===== config.mk =====
export PLATFORM = sky130hd
export DESIGN_NAME = phyctl_regs
export DESIGN_NICKNAME = d
export VERILOG_FILES = /design/src/shared/phyctl_pkg.sv /design/src/phyctl_regs.sv /design/src/phyctl_rstseq.sv /design/src/phyctl_phstep.sv
export SDC_FILE = /design/constraint.sdc
export NUM_CORES = 1
export LEC_CHECK = 0
export ABC_AREA = 0
export BUFFER_PORTS_ARGS = -buffer_cell sky130_fd_sc_hd__buf_4
export CORE_MARGIN = 4
export CORE_UTILIZATION = 50
export DETAILED_ROUTE_END_ITERATION = 16
export PLACE_DENSITY = 0.89
export SLEW_MARGIN = 20
export SYNTH_ARGS = -nofsm -noshare
export SYNTH_HDL_FRONTEND = slang
export SYNTH_SLANG_ARGS = --single-unit

===== constraint.sdc =====
create_clock -name CLK -period 3 [get_ports CLK]
set_input_delay 0.15 -clock CLK [delete_from_list [all_inputs] [get_ports CLK]]
set_output_delay 0.15 -clock CLK [all_outputs]
set_load 0.02 [all_outputs]

===== src/shared/phyctl_pkg.sv =====
// Purpose: Shared constants and types of the transceiver control registers.
// Assumes: One 100 MHz clock; APB with 32-bit data, one word per register.
// Notes:   Printed offsets are register indexes; byte address is index * 4.
package phyctl_pkg;

	// Clock period of the single domain, in nanoseconds.
	localparam int CLK_PERIOD_NS = 10;

	// Register indexes and the byte addresses derived from them.
	localparam logic [11:0] IDX_RST   = 12'h01f;
	localparam logic [11:0] IDX_PHASE = 12'h042;
	localparam logic [11:0] IDX_VR    = 12'h0d0;
	localparam logic [11:0] IDX_CLD   = 12'h155;
	localparam logic [11:0] ADDR_RST   = {IDX_RST[9:0], 2'b00};
	localparam logic [11:0] ADDR_PHASE = {IDX_PHASE[9:0], 2'b00};
	localparam logic [11:0] ADDR_VR    = {IDX_VR[9:0], 2'b00};
	localparam logic [11:0] ADDR_CLD   = {IDX_CLD[9:0], 2'b00};

	// Bit positions of the single-bit controls and flags.
	localparam int BIT_SWRST     = 15;
	localparam int BIT_RESTART   = 14;
	localparam int BIT_PH_EN     = 4;
	localparam int BIT_VR_PD     = 15;
	localparam int BIT_CLD_START = 15;
	localparam int BIT_CLD_DONE  = 12;

	// Field positions.
	localparam int PH_MSB   = 3;
	localparam int VRR_MSB  = 14;
	localparam int VRR_LSB  = 4;
	localparam int VRC_MSB  = 3;
	localparam int RES_MSB  = 11;
	localparam int RES_LSB  = 4;
	localparam int AVG_MSB  = 2;

	// Reset values.
	localparam logic [3:0]  PHASE_RST   = 4'h0;
	localparam logic [10:0] VR_RSVD_RST = 11'h000;
	localparam logic [3:0]  VR_CTRL_RST = 4'h0;
	localparam logic [2:0]  CLD_AVG_RST = 3'h1;
	localparam logic [7:0]  CLD_RES_RST = 8'h00;

	// Phase range: one step is 4 ns, ten steps span 40 ns.
	localparam logic [3:0] PHASE_LIMIT   = 4'ha;
	localparam int         PHASE_STEP_NS = 4;

	// Internal reset hold and the settle time between two delay steps.
	localparam int RESET_HOLD_NS  = 100;
	localparam int RESET_HOLD_CYC =
		(RESET_HOLD_NS + CLK_PERIOD_NS - 1) / CLK_PERIOD_NS;
	localparam int STEP_SETTLE_NS = 40;
	localparam int STEP_GAP_CYC   =
		(STEP_SETTLE_NS + CLK_PERIOD_NS - 1) / CLK_PERIOD_NS;

	// Clear levels issued by the reset sequencer.
	typedef struct packed {
		logic core_clr;   // Whole device, registers included.
		logic circ_clr;   // Circuitry only, registers kept.
	} phyctl_rst_t;

	// Folds a phase value above the limit back into range (modulo ten).
	function automatic logic [3:0] phyctl_mod10(input logic [3:0] v);
		phyctl_mod10 = (v >= PHASE_LIMIT) ? 4'(v - PHASE_LIMIT) : v;
	endfunction : phyctl_mod10

endpackage : phyctl_pkg


===== src/phyctl_regs.sv =====
// Purpose: Reset, clock phase, regulator and cable-length control registers.
// Assumes: APB slave with no wait states; inputs synchronous to CLK.
// Notes:   Software reset clears every register, restart clears none.
//
// What this block does
// - Software reset bit resets whole device
// - Restart bit resets circuitry, keeps registers
// - Reserved read-only bits ignore writes, read zero
// - Transmit clock phase fixed except programmed shifts
// - Phase field holds offset in 4 ns steps
// - New value shifts clock by value difference
// - Values above ten stored modulo ten
// - Phase enable bit applies value, self-clears
// - Phase field reads the applied offset
// - Regulator power-down bit, self-clearing
// - Averaging factor resets to one; start self-clears
//
// The APB slave port was left to the implementer.
module phyctl_regs
	import phyctl_pkg::*;
(
	input  wire logic        CLK,
	input  wire logic        RESETN,
	input  wire logic        PSEL,
	input  wire logic        PENABLE,
	input  wire logic        PWRITE,
	input  wire logic [11:0] PADDR,
	input  wire logic [31:0] PWDATA,
	output logic      [31:0] PRDATA,
	output logic             PREADY,
	output logic             PSLVERR,
	output logic             CORE_RESETN,
	output logic             RESTART_N,
	output logic      [3:0]  TX_PHASE,
	output logic             TX_PHASE_STEP,
	output logic             TX_PHASE_UP,
	output logic             REG_POWER_DOWN,
	output logic      [3:0]  REG_CTRL,
	output logic             CLD_START,
	output logic      [2:0]  CLD_AVG,
	input  wire logic        CLD_DONE,
	input  wire logic        CLD_RESULT_VALID,
	input  wire logic [7:0]  CLD_RESULT
);

	phyctl_rst_t clr;            // Clear levels from the sequencer.
	logic        setup;          // APB setup cycle.
	logic        wr;             // Write that takes effect this edge.
	logic [3:0]  phase_value;    // Programmed phase, already folded.
	logic [3:0]  next_phase;     // Folded value of the write data.
	logic [3:0]  applied;        // Phase the delay line holds now.
	logic        wr_rst;         // Write to the reset control register.
	logic        wr_phase;       // Write to the phase register.
	logic        wr_vr;          // Write to the regulator register.
	logic        wr_cld;         // Write to the cable diagnostic register.
	logic        phase_go;       // Phase enable written with one.
	logic [10:0] vr_rsvd;        // Regulator reserved bits, read-write.
	logic [3:0]  vr_ctrl;        // Regulator control field.
	logic [7:0]  cld_result;     // Last diagnostic measurement.
	logic [31:0] next_rdata;     // Read data chosen in the setup cycle.
	logic        next_err;       // Unmapped address in the setup cycle.

	// The slave never waits, so the access phase is always its last.
	assign PREADY = 1'b1;
	assign setup  = PSEL && !PENABLE;
	assign wr     = PSEL && PENABLE && PWRITE && PREADY && !PSLVERR;

	// Address decode of the writes.
	assign wr_rst   = wr && (PADDR == ADDR_RST);
	assign wr_phase = wr && (PADDR == ADDR_PHASE);
	assign wr_vr    = wr && (PADDR == ADDR_VR);
	assign wr_cld   = wr && (PADDR == ADDR_CLD);

	assign next_phase = phyctl_mod10(PWDATA[PH_MSB:0]);
	assign phase_go   = wr_phase && PWDATA[BIT_PH_EN];

	// The hardware pin and the software reset reach the core alike.
	assign CORE_RESETN = RESETN && !clr.core_clr;
	assign RESTART_N   = RESETN && !clr.circ_clr;
	assign TX_PHASE    = applied;
	assign REG_CTRL    = vr_ctrl;

	// Sequencer holds the clears for a fixed time after a request.
	phyctl_rstseq #(
		.HOLD     (RESET_HOLD_CYC)
	) u_rstseq (
		.clk      (CLK),
		.resetn   (RESETN),
		.sw_reset (wr_rst && PWDATA[BIT_SWRST]),
		.restart  (wr_rst && PWDATA[BIT_RESTART]),
		.clr      (clr)
	);

	// The stepper belongs to the register state, so only reset clears it.
	phyctl_phstep #(
		.GAP     (STEP_GAP_CYC)
	) u_phstep (
		.clk     (CLK),
		.resetn  (RESETN),
		.clr     (clr.core_clr),
		.go      (phase_go),
		.target  (wr_phase ? next_phase : phase_value),
		.applied (applied),
		.step    (TX_PHASE_STEP),
		.up      (TX_PHASE_UP)
	);

	// Programmed phase value; a software reset returns it to zero.
	always_ff @(posedge CLK or negedge RESETN) begin
		if (!RESETN) begin
			phase_value <= PHASE_RST;
		end else if (clr.core_clr) begin
			phase_value <= PHASE_RST;
		end else if (wr_phase) begin
			phase_value <= next_phase;
		end
	end

	// Regulator register. Power-down stays latched, since the bit that
	// asked for it reads back zero and the regulator must stay off.
	always_ff @(posedge CLK or negedge RESETN) begin
		if (!RESETN) begin
			REG_POWER_DOWN <= 1'b0;
			vr_rsvd        <= VR_RSVD_RST;
			vr_ctrl        <= VR_CTRL_RST;
		end else if (clr.core_clr) begin
			REG_POWER_DOWN <= 1'b0;
			vr_rsvd        <= VR_RSVD_RST;
			vr_ctrl        <= VR_CTRL_RST;
		end else if (wr_vr) begin
			REG_POWER_DOWN <= REG_POWER_DOWN || PWDATA[BIT_VR_PD];
			vr_rsvd        <= PWDATA[VRR_MSB:VRR_LSB];
			vr_ctrl        <= PWDATA[VRC_MSB:0];
		end
	end

	// Cable diagnostic controls: a one-cycle start and the averaging factor.
	always_ff @(posedge CLK or negedge RESETN) begin
		if (!RESETN) begin
			CLD_START <= 1'b0;
			CLD_AVG   <= CLD_AVG_RST;
		end else if (clr.core_clr) begin
			CLD_START <= 1'b0;
			CLD_AVG   <= CLD_AVG_RST;
		end else begin
			CLD_START <= wr_cld && PWDATA[BIT_CLD_START];
			if (wr_cld) begin
				CLD_AVG <= PWDATA[AVG_MSB:0];
			end
		end
	end

	// The result field follows the engine and software reset; writes to its register never reach it.
	always_ff @(posedge CLK or negedge RESETN) begin
		if (!RESETN) begin
			cld_result <= CLD_RES_RST;
		end else if (clr.core_clr) begin
			cld_result <= CLD_RES_RST;
		end else if (CLD_RESULT_VALID) begin
			cld_result <= CLD_RESULT;
		end
	end

	// Read mux; self-clearing bits and all reserved bits but the regulator's read as zero.
	always_comb begin
		next_rdata = '0;
		next_err   = 1'b0;
		if (PADDR == ADDR_RST) begin
			next_rdata = '0;
		end else if (PADDR == ADDR_PHASE) begin
			next_rdata[PH_MSB:0] = applied;
		end else if (PADDR == ADDR_VR) begin
			next_rdata[VRR_MSB:VRR_LSB] = vr_rsvd;
			next_rdata[VRC_MSB:0]       = vr_ctrl;
		end else if (PADDR == ADDR_CLD) begin
			next_rdata[BIT_CLD_DONE]      = CLD_DONE;
			next_rdata[RES_MSB:RES_LSB]   = cld_result;
			next_rdata[AVG_MSB:0]         = CLD_AVG;
		end else begin
			next_err = 1'b1;
		end
	end

	// Answer is captured in the setup cycle so it stands all access long.
	always_ff @(posedge CLK or negedge RESETN) begin
		if (!RESETN) begin
			PRDATA  <= '0;
			PSLVERR <= 1'b0;
		end else if (setup) begin
			PRDATA  <= PWRITE ? 32'h0000_0000 : next_rdata;
			PSLVERR <= next_err;
		end else if (!PSEL) begin
			PSLVERR <= 1'b0;
		end
	end
endmodule : phyctl_regs


===== src/phyctl_rstseq.sv =====
// Purpose: Stretches software reset and restart pulses into clear levels.
// Assumes: Pulses are one cycle wide and synchronous to clk.
// Notes:   A restart during a running software reset is absorbed by it.
module phyctl_rstseq
	import phyctl_pkg::*;
#(
	parameter int HOLD = RESET_HOLD_CYC
) (
	input  wire logic  clk,
	input  wire logic  resetn,
	input  wire logic  sw_reset,
	input  wire logic  restart,
	output phyctl_rst_t clr
);

	localparam int CW = $clog2(HOLD + 1);

	logic [CW-1:0] cnt;   // Remaining hold cycles after this one.

	// Each request holds its clear for HOLD cycles; reset outranks restart.
	always_ff @(posedge clk or negedge resetn) begin
		if (!resetn) begin
			cnt <= '0;
			clr <= '0;
		end else if (sw_reset) begin
			cnt          <= CW'(HOLD - 1);
			clr.core_clr <= 1'b1;
			clr.circ_clr <= 1'b1;
		end else if (restart && !clr.core_clr) begin
			cnt          <= CW'(HOLD - 1);
			clr.circ_clr <= 1'b1;
		end else if (cnt != '0) begin
			cnt <= cnt - 1'b1;
		end else begin
			clr <= '0;
		end
	end

endmodule : phyctl_rstseq


===== src/phyctl_phstep.sv =====
// Purpose: Walks the applied transmit clock phase toward its goal.
// Assumes: The delay line takes one 4 ns step per step pulse.
// Notes:   Steps are spaced so the delay line settles between them.
module phyctl_phstep
	import phyctl_pkg::*;
#(
	parameter int GAP = STEP_GAP_CYC
) (
	input  wire logic       clk,
	input  wire logic       resetn,
	input  wire logic       clr,
	input  wire logic       go,
	input  wire logic [3:0] target,
	output logic [3:0]      applied,
	output logic            step,
	output logic            up
);

	localparam int GW = $clog2(GAP + 1);

	logic [3:0]    goal;   // Phase the delay line is heading for.
	logic [GW-1:0] gap;    // Settle cycles still to wait.

	// The goal moves when software applies a new value or a clear returns it to zero.
	always_ff @(posedge clk or negedge resetn) begin
		if (!resetn) begin
			goal <= PHASE_RST;
		end else if (clr) begin
			goal <= PHASE_RST;
		end else if (go) begin
			goal <= target;
		end
	end

	// One step per settle window; the move totals the phase difference.
	always_ff @(posedge clk or negedge resetn) begin
		if (!resetn) begin
			applied <= PHASE_RST;
			gap     <= '0;
			step    <= 1'b0;
			up      <= 1'b0;
		end else if (clr) begin
			applied <= PHASE_RST;
			gap     <= '0;
			step    <= 1'b0;
		end else if (gap != '0) begin
			gap  <= gap - 1'b1;
			step <= 1'b0;
		end else if (applied != goal) begin
			step    <= 1'b1;
			up      <= goal > applied;
			applied <= (goal > applied) ? applied + 1'b1 : applied - 1'b1;
			gap     <= GW'(GAP - 1);
		end else begin
			step <= 1'b0;
		end
	end
endmodule : phyctl_phstep


# After elaboration in Yosys (flattened, before gate mapping)
# Index checks and enable logic that the tools add are counted.
totals:
  inputBits: 59
  out_inout_bits: 51
  reg_bits: 84
classes:
  reduce_logical: 32
  muxes: 49
  n_lt_le_gt_ge: 2
  eq_ne: 10
  addsub: 5
  bitwise_logic: 2
op_table:
  columns: ["operator", "count"]
  rows:
  - ["4-bit two-way mux", 15]
  - ["11-bit two-way mux", 3]
  - ["15-bit two-way mux", 2]
  - ["3-bit two-way mux", 7]
  - ["9-bit two-way mux", 2]
  - ["8-bit two-way mux", 2]
  - ["1-bit logical AND", 15]
  - ["1-bit two-way mux", 15]
  - ["12-bit by 10-bit == test with 1-bit output (second input constant)", 1]
  - ["12-bit by 11-bit == test with 1-bit output (second input constant)", 1]
  - ["12-bit by 7-bit == test with 1-bit output (second input constant)", 1]
  - ["12-bit by 9-bit == test with 1-bit output (second input constant)", 1]
  - ["2-bit nonzero test", 5]
  - ["3-bit nonzero test", 3]
  - ["4-bit by 1-bit subtractor with 4-bit output (second input constant)", 2]
  - ["2-bit two-way mux", 3]
  - ["2-bit by 1-bit != test with 1-bit output (second input constant)", 3]
  - ["4-bit by 1-bit adder with 4-bit output (second input constant)", 1]
  - ["4-bit greater-or-equal comparator (second input constant)", 1]
  - ["4-bit greater-than comparator", 1]
  - ["1-bit zero test", 4]
  - ["4-bit != test", 1]
  - ["2-bit AND reduction", 2]
  - ["4-bit nonzero test", 1]
  - ["7 further kinds", 8]

# Depth between registers and ports, before layout
# Gate-level depths: netlist of run 1.
logic_depth:
  ltp_word: 8
  depth_mapped: 12
  ltp_nobuf: 12

# By module
# From an unflattened synthesis of run 1, not the netlist that was laid out.
hier_totals:
  cells_unflattened: 343
  area_unflattened_um2: 3575.9
modules_own_cells:
  columns: ["mod", "seq_area_each_um2", "area_per_inst_um2", "cells_per_inst", "n_inst"]
  rows:
  - ["phyctl_regs", 1202.4, 2526.2, 240, 1]
  - ["phyctl_phstep", 325.3, 755.7, 77, 1]
  - ["phyctl_rstseq", 150.1, 294.0, 26, 1]

# Worst setup path before layout of run 1
# OpenSTA, ideal clock, no wires.
synth_timing:
  path_type: "register -> register"
  startpoint: "register u_phstep.applied[1]"
  endpoint: "register u_phstep.applied[3]"
  t_required_ps: 2880
  t_arrival_ps: 2307
  setup_time_ps: 120
  path_slack_ps: 574
  stages_incl_launch_ff: 13
  path_cell_list: "dfrtp_1 -> inv_1 -> ha_1 -> nor2b_1 -> o211ai_1 -> nand2_1 -> nand2_1 -> ha_1 -> a21oi_1 -> nand2_1 -> nor3_1 -> mux2i_1 -> and3_1"
synth_between:
  elab_chain_len: 5
  elab_cells_between_ends: 10
synth_lines:
  columns: ["element", "line", "source"]
  rows:
  - ["start: declaration", "phyctl_phstep.sv:14", "output logic [3:0] applied,"]
  - ["start signal: assignment", "phyctl_phstep.sv:52", "applied <= (goal > applied) ? applied + 1'b1 : applied - 1'b1;"]
  - ["4-bit by 1-bit subtractor with 4-bit output, or another cell as far along", "phyctl_phstep.sv:52", null]
  - ["4-bit two-way mux", "phyctl_phstep.sv:52", null]
  - ["4-bit two-way mux", "phyctl_phstep.sv:49", "end else if (applied != goal) begin"]
  - ["4-bit two-way mux", "phyctl_phstep.sv:46", "end else if (gap != '0) begin"]
  - ["4-bit two-way mux", "phyctl_phstep.sv:42", "end else if (clr) begin"]
# Parallel ways exist; a longest one is shown, timed or not. The select of a mux whose other input is x is not followed.
# A chain may end at the register's enable or synchronous reset.

# Final worst setup path of run 1
# Same ends and word-level chain as after synthesis.

==> results of run 1 <==
report_power, final:
group | switching (mW) | internal [mW]
registers | 0.0823 | 0.950
clock network | 0.335 | 0.468
logic | 0.434 | 0.335
total | 0.851 | 1.75
cells in the mapped netlist (3+ instances only):
master and count:
a22oi_1 10, mux2i_1 15, a2bb2oi_1 3, inv_1 14, o31ai_1 4, a21oi_1 17, dfrtp_1 62, xnor2_1 3
nor2_1 32, o21ai_1 9, clkbuf_1 10, ha_1 11, nor3_1 7, nand2_1 35, buf_4 18, nand3_1 8
a22o_1 16, nor2b_1 4
kinds of logic after synthesis:
group / count (synthesis) / share of synthesized area [%]
flops: 63 / 48.5
buf+inv: 46 / 7.89
simple gates: 112 / 17.7
compound gates: 69 / 14.9
other cells: 2 / 0.231
fa+ha+maj: 12 / 4.85
mux: 15 / 4.62
xor+xnor: 5 / 1.35
stage by stage:
stage / total power [mW] / worst slack [ns] / instance area (µm²)
floorplan: 1.58 / 0.574 / 3310
global placement: 1.76 / 0.532 / 3820
detailed placement: 1.82 / 0.297 / 3820
CTS: 2.62 / 0.282 / 4040
global route: 2.77 / 0.116 / 4040
finish: 2.60 / 0.259 / 4040
sequential cells by signal, summed over array words and instances, names as in the netlist:
register and flops:
PRDATA 15, vr_rsvd 11, cld_result 8, REG_CTRL 4
u_phstep.applied 4, u_phstep.goal 4, u_rstseq.cnt 4, CLD_AVG 3
u_phstep.gap 3, u_rstseq.clr 2, CLD_START 1, PSLVERR 1
REG_POWER_DOWN 1, u_phstep.step 1, u_phstep.up 1
layer usage:
| metal | part of all wire [%] | track usage, % | wire (µm) |
|---|---|---|---|
| met5 | 0 | 0 | 0 |
| met4 | 2.9 | 11.8 | 238 |
| met3 | 6.7 | 3.91 | 560 |
| met2 | 50 | 36.8 | 4200 |
| met1 | 40 | 27.9 | 3330 |
worst max-delay path, stage by stage (launching register included):
cell	delay (ns)
dfrtp_1	0.43
inv_1	0.11
ha_1	0.33
nor2b_1	0.13
o211ai_1	0.23
nand2_1	0.14
nand2_1	0.15
ha_1	0.29
a21oi_1	0.21
nand2_1	0.10
nor3_1	0.19
mux2i_1	0.12
and3_1	0.20
cell type report:
type,count,share of cell area (%)
inverter,15,1.39
multi-input combinational,231,36.6
clock buffer,11,3.25
clock inverter,5,2.04
timing repair buffer,82,15.3
sequential,63,39.1
tap,77,2.38
final timing paths:
kind | from | slack, ns | to | depth (start not counted)
max in group asynchronous | RESETN | 1.91 | PRDATA[11]$_DFFE_PN0P_ | 3
hold / removal | PWDATA[12] | 0.02 | vr_rsvd[8]$_DFFE_PN0P_ | 2
setup reg to reg | u_phstep.applied[1]$_DFFE_PN0P_ | 0.26 | u_phstep.applied[3]$_DFFE_PN0P_ | 12
hold reg to reg | u_rstseq.clr[0]$_DFFE_PN0P_ | 0.49 | u_rstseq.clr[0]$_DFFE_PN0P_ | 2
setup / recovery | u_phstep.applied[1]$_DFFE_PN0P_ | 0.26 | u_phstep.applied[3]$_DFFE_PN0P_ | 12
min in group asynchronous | RESETN | 0.20 | PRDATA[1]$_DFFE_PN0P_ | 2
==> reports/results.ini, run 1 <==
[logic_synthesis]
ys_seq_area_share_pct=48.5
ys_ff_latch=63
synth_top_area_share_pct=47.7
avgSynthCellArea_um2=10.0
yosysWarnings=0
synth_ff_type=dfrtp_1
synth_area_leader_cell=dfrtp_1
synthCells=324
async_reset_ff_share_pct=100
syn_area_mm2=0.00325
synth.area.top_cells=dfrtp_1 (48%), mux2i_1 (4.6%), a22o_1 (4.3%), ha_1 (4.2%), buf_4 (4.2%)
synth_cell_types=50
synth_edf_count=0

[cells_and_area]
drive_gt1_share_pct=25.1
postLayoutCoreUtil_pct=63.6
nets=473
finalNonFillerCells=484
register_area_mm2=0.00158
mostFrequentLayoutCell=buf_4
multiInputGateArea_mm2=0.00148
final_cell_mix=buf_4 (81), dfrtp_1 (62), nand2_1 (35)
n_fill_cell=514
n_antenna_cell=0
area_growth_pct=24.2

[timing]
finClkSkew_ns=0.00805
setup_violations=0
whs_ns=0.0184
rsz0062_at_grt=false
slew_violations=0
min_period_ns=2.74
tns_ns=0
worst_pin_slew_ns=0.780
hold_viol_final=0
clock.fmax_ghz=0.365
fin_crit_sh_pct=91.4
slew_headroom_pct=48.0

[critical_path]
cp.required_ns=3.23
worstSetupEndpointType=flip-flop
crit_arrival_ns=2.97
startpoint_type=flip-flop
crit_fanout=5
crit_type=reg2reg

[global_route]
grt_pass1_wl_um=13200
grt_pass1_vias=2758
grt_max_degree=53
grt_usage_pct=22.3
antenna_found_initial=0
overflow=0

[pwr]
peakVddDrop_v=0.000400
power-per-cell-area_mw_per_mm2=645
p_leak_nw=1.97

[placement]
gp_congestion=0.899
dp.cells=467
dpl.hpwl_um=6300
port_buffers=75

[drt]
vias=2762
wl_per_cell_um=17.2
drc=0
ant_nets=0
firstDrtPassIters=4
drt-initial-drc-count=157
routed_wl_um=8340
drt-vias-per-instance=5.71

[floorplanning]
row_count=29
dieWidth_um=88.6
die_h_um=88.6
start_util_pct=51.2
ios=110
die_area_mm2=0.00786
core_mm2=0.00635

[clock_tree]
cts_hold_buffers=1
cts_tree=yes
post_cts_buffers=0
clk_latency_ns=0.35
clock_sinks=63
cts_buffer_depth=2
path_clk_slew_ns=0.08
htree_levels=3
clockRootBuffer=clkbuf_8
cts-buffers-inserted=9
cts_resized=0

[hold_path]
hold_path_class=in2reg

[job]
maxCapViolations=0

[status]
status=finished clean

Note: power is estimated with default switching activity, not from simulation.
==> run 2: changes to the inputs <==
Settings changed: ABC_AREA 0 to 1, CORE_UTILIZATION 50 to 52, PLACE_DENSITY 0.89 to 0.9.
==> run 2 against run 1 <==
Effect of this change:
- the run now ends with negative hold slack left
- utilization increased by 1.7 points
- critical path type unchanged
- critical path depth increased by 4
- clock skew increased by 0.0041 ns
- flip-flop and latch count increased by 3
- largest cell class unchanged
- sequential power about the same
==> reports/results.ini, run 2 <==
[critical_path]
crit_fanout=4
worstSetupEndpointType=flip-flop
crit_arrival_ns=2.66
cp_slowest_cell=dfrtp_1
cp_common_cell=nand2_1
cp.required_ns=3.23
crit_chain=inv_1 > ha_1 > inv_1 > o21bai_1 > nand2_1 > nand2_1 > nand2_1 > ha_1 > a21oi_1 > nand2_1 > nand2_1 > nand2_1 > inv_1 > nand2_1 > nand3_1 > o21ai_0
timing.critical_path.buf_inv=3
crit_type=reg2reg
path_delay_family=adder cells
slowest_delay_ns=0.38
startpoint_type=flip-flop

[cells_and_area]
multiInputGateArea_mm2=0.00164
final_cell_mix=nand2_1 (110), buf_4 (77), inv_1 (67)
largestRegisters=PRDATA x15, vr_rsvd x11, cld_result x8
register_area_mm2=0.00165
area_growth_pct=21.2
nets=614
design_area_mm2=0.00449
n_fill_cell=567
n_antenna_cell=0
regMostFlops=PRDATA
drive_gt1_share_pct=22.4
mostFrequentLayoutCell=nand2_1
postLayoutCoreUtil_pct=65.3
largest_register_ffs=15

[clock_tree]
clockRootBuffer=clkbuf_8
clock_sinks=66
cts_resized=0
cts-buffers-inserted=9
cts_hold_buffers=2
path_clk_slew_ns=0.08
clk_latency_ns=0.35
cts_tree=yes
post_cts_buffers=0
htree_levels=3
cts_buffer_depth=2

[timing]
slew_headroom_pct=45.7
clock.fmax_ghz=0.411
slew_violations=0
setup_violations=0
worst_slack_ns=0.565
worst_pin_slew_ns=0.814
finClkSkew_ns=0.0121
rsz0062_at_grt=false
fin_crit_sh_pct=81.2
min_period_ns=2.43
tns_ns=0
hold_viol_final=11
whs_ns=-0.00641

[logic_synthesis]
ys_ff_latch=66
synth_cell_types=38
syn_area_mm2=0.00370
synth_area_leader_cell=dfrtp_1
synth_top_area_share_pct=43.9
async_reset_ff_share_pct=100
synth.area.top_cells=dfrtp_1 (44%), nand2_1 (11%), nand3_1 (8.8%), inv_1 (6.8%), o21ai_0 (4.2%)
synth_common_cells=nand2_1 (110), inv_1 (67), dfrtp_1 (65), nand3_1 (65), o21ai_0 (31)
synth_edf_count=0
avgSynthCellArea_um2=7.95
post-synth-top-count-cell=nand2_1
synth_ff_type=dfrtp_1
ys_seq_area_share_pct=44.6
synthCells=466
yosysWarnings=0

[placement]
postPlaceCellArea_mm2=0.00426
gp_congestion=0.909
port_buffers=75
dpl.hpwl_um=6710
dp_slack_ns=0.679

[job]
maxCapViolations=0

[drt]
wl_per_cell_um=14.0
ant_nets=0
firstDrtPassIters=6
routed_wl_um=9020
drt-initial-drc-count=247
drc=0
vias=3310
drt-vias-per-instance=5.14

[global_route]
grt_usage_pct=21.8
antenna_found_initial=0
overflow=0
grt_max_degree=67
grt_pass1_vias=3294
grt_pass1_wl_um=14900

[pwr]
peakVddDrop_v=0.000263
power-per-cell-area_mw_per_mm2=577
p_leak_nw=2.44

[floorplanning]
core_mm2=0.00687
die_area_mm2=0.00854
die_h_um=92.4
start_util_pct=53.9
dieWidth_um=92.4
ios=110
row_count=30

[status]
violations=negative hold slack
status=finished, violations left

[hold_path]
hold_path_class=in2async

run 2: cell count changes in the layout (fill, tap and decap cells not counted), sizes merged, moves of 10 or more:
cell   delta
o21ai    +32
inv      +55
nand2    +78
a22o     -15
a21oi    -10
nand3    +60
mux2i    -15
a22oi    -10
run 2: worst paths after layout:
kind	startpoint	end	slack, ns	cells past startpoint
min in group CLK	PWDATA[8]	vr_rsvd[4]$_DFFE_PN0P_	0.01	3
worst max-delay path	u_phstep.applied[1]$_DFFE_PN0P_	u_phstep.applied[3]$_DFFE_PN0P_	0.57	16
worst min-delay path	RESETN	u_phstep.goal[3]$_DFFE_PN0P_	-0.006	2
worst min register to register	PRDATA[10]$_DFFE_PN0P_	PRDATA[10]$_DFFE_PN0P_	0.48	2
worst max register to register	u_phstep.applied[1]$_DFFE_PN0P_	u_phstep.applied[3]$_DFFE_PN0P_	0.57	16
max in group asynchronous	RESETN	vr_rsvd[3]$_DFFE_PN0P_	2.48	2
run 2: through the flow:
| stage | cells | power [mW] |
|---|---|---|
| floorplan | 482 | 1.59 |
| global placement | 625 | 1.77 |
| detailed placement | 625 | 1.83 |
| CTS | 643 | 2.59 |
| global route | 644 | 2.75 |
| finish | 644 | 2.59 |
run 2: worst reg2reg max path: cells and delay by family, from the launching register on:
kind	cells	cell delay [ns]
AO/OA/AOI/OAI	3	0.40
AND/OR/NAND/NOR	8	0.60
buffers and inverters	3	0.26
adder cells (fa/ha/maj)	2	0.67
flip-flops	1	0.38
run 2: report_power, final:
group | internal, mW | switching, mW | leakage, nW | total, mW
Clock | 0.389 | 0.364 | 0.0998 | 0.753
Sequential | 0.990 | 0.0662 | 0.868 | 1.06
Combinational | 0.294 | 0.486 | 1.47 | 0.779
Total | 1.67 | 0.916 | 2.44 | 2.59
run 2: logic make-up (layout without fill, tap and decap cells):
group	count (synthesis)	after routing	share of synthesized area, %
xor gates and xnor gates	3	3	0.710
adders and majority gates	12	12	4.26
and+or+nand+nor	225	225	28.3
other	2	18	0.203
AOI/OAI and AO/OA	58	58	9.22
DFF	66	66	44.6
buffers and inverters	100	166	12.6
run 2: routing by layer:
layer / up-vias / global-route usage, % / wire length, µm
li1: 1610 / - / -
met1: 1543 / 28.9 / 3940
met2: 127 / 33.7 / 4180
met3: 30 / 4.96 / 570
met4: 0 / 10.8 / 325
met5: - / 0 / 0
run 2: layout make-up:
type	instances	area share (%)
multi-input cells	316	36.6
well taps	96	2.68
clock inverters	7	1.73
inverters	70	5.85
repair buffers	80	13.5
flip-flops and latches	66	36.8
clock buffers	9	2.76
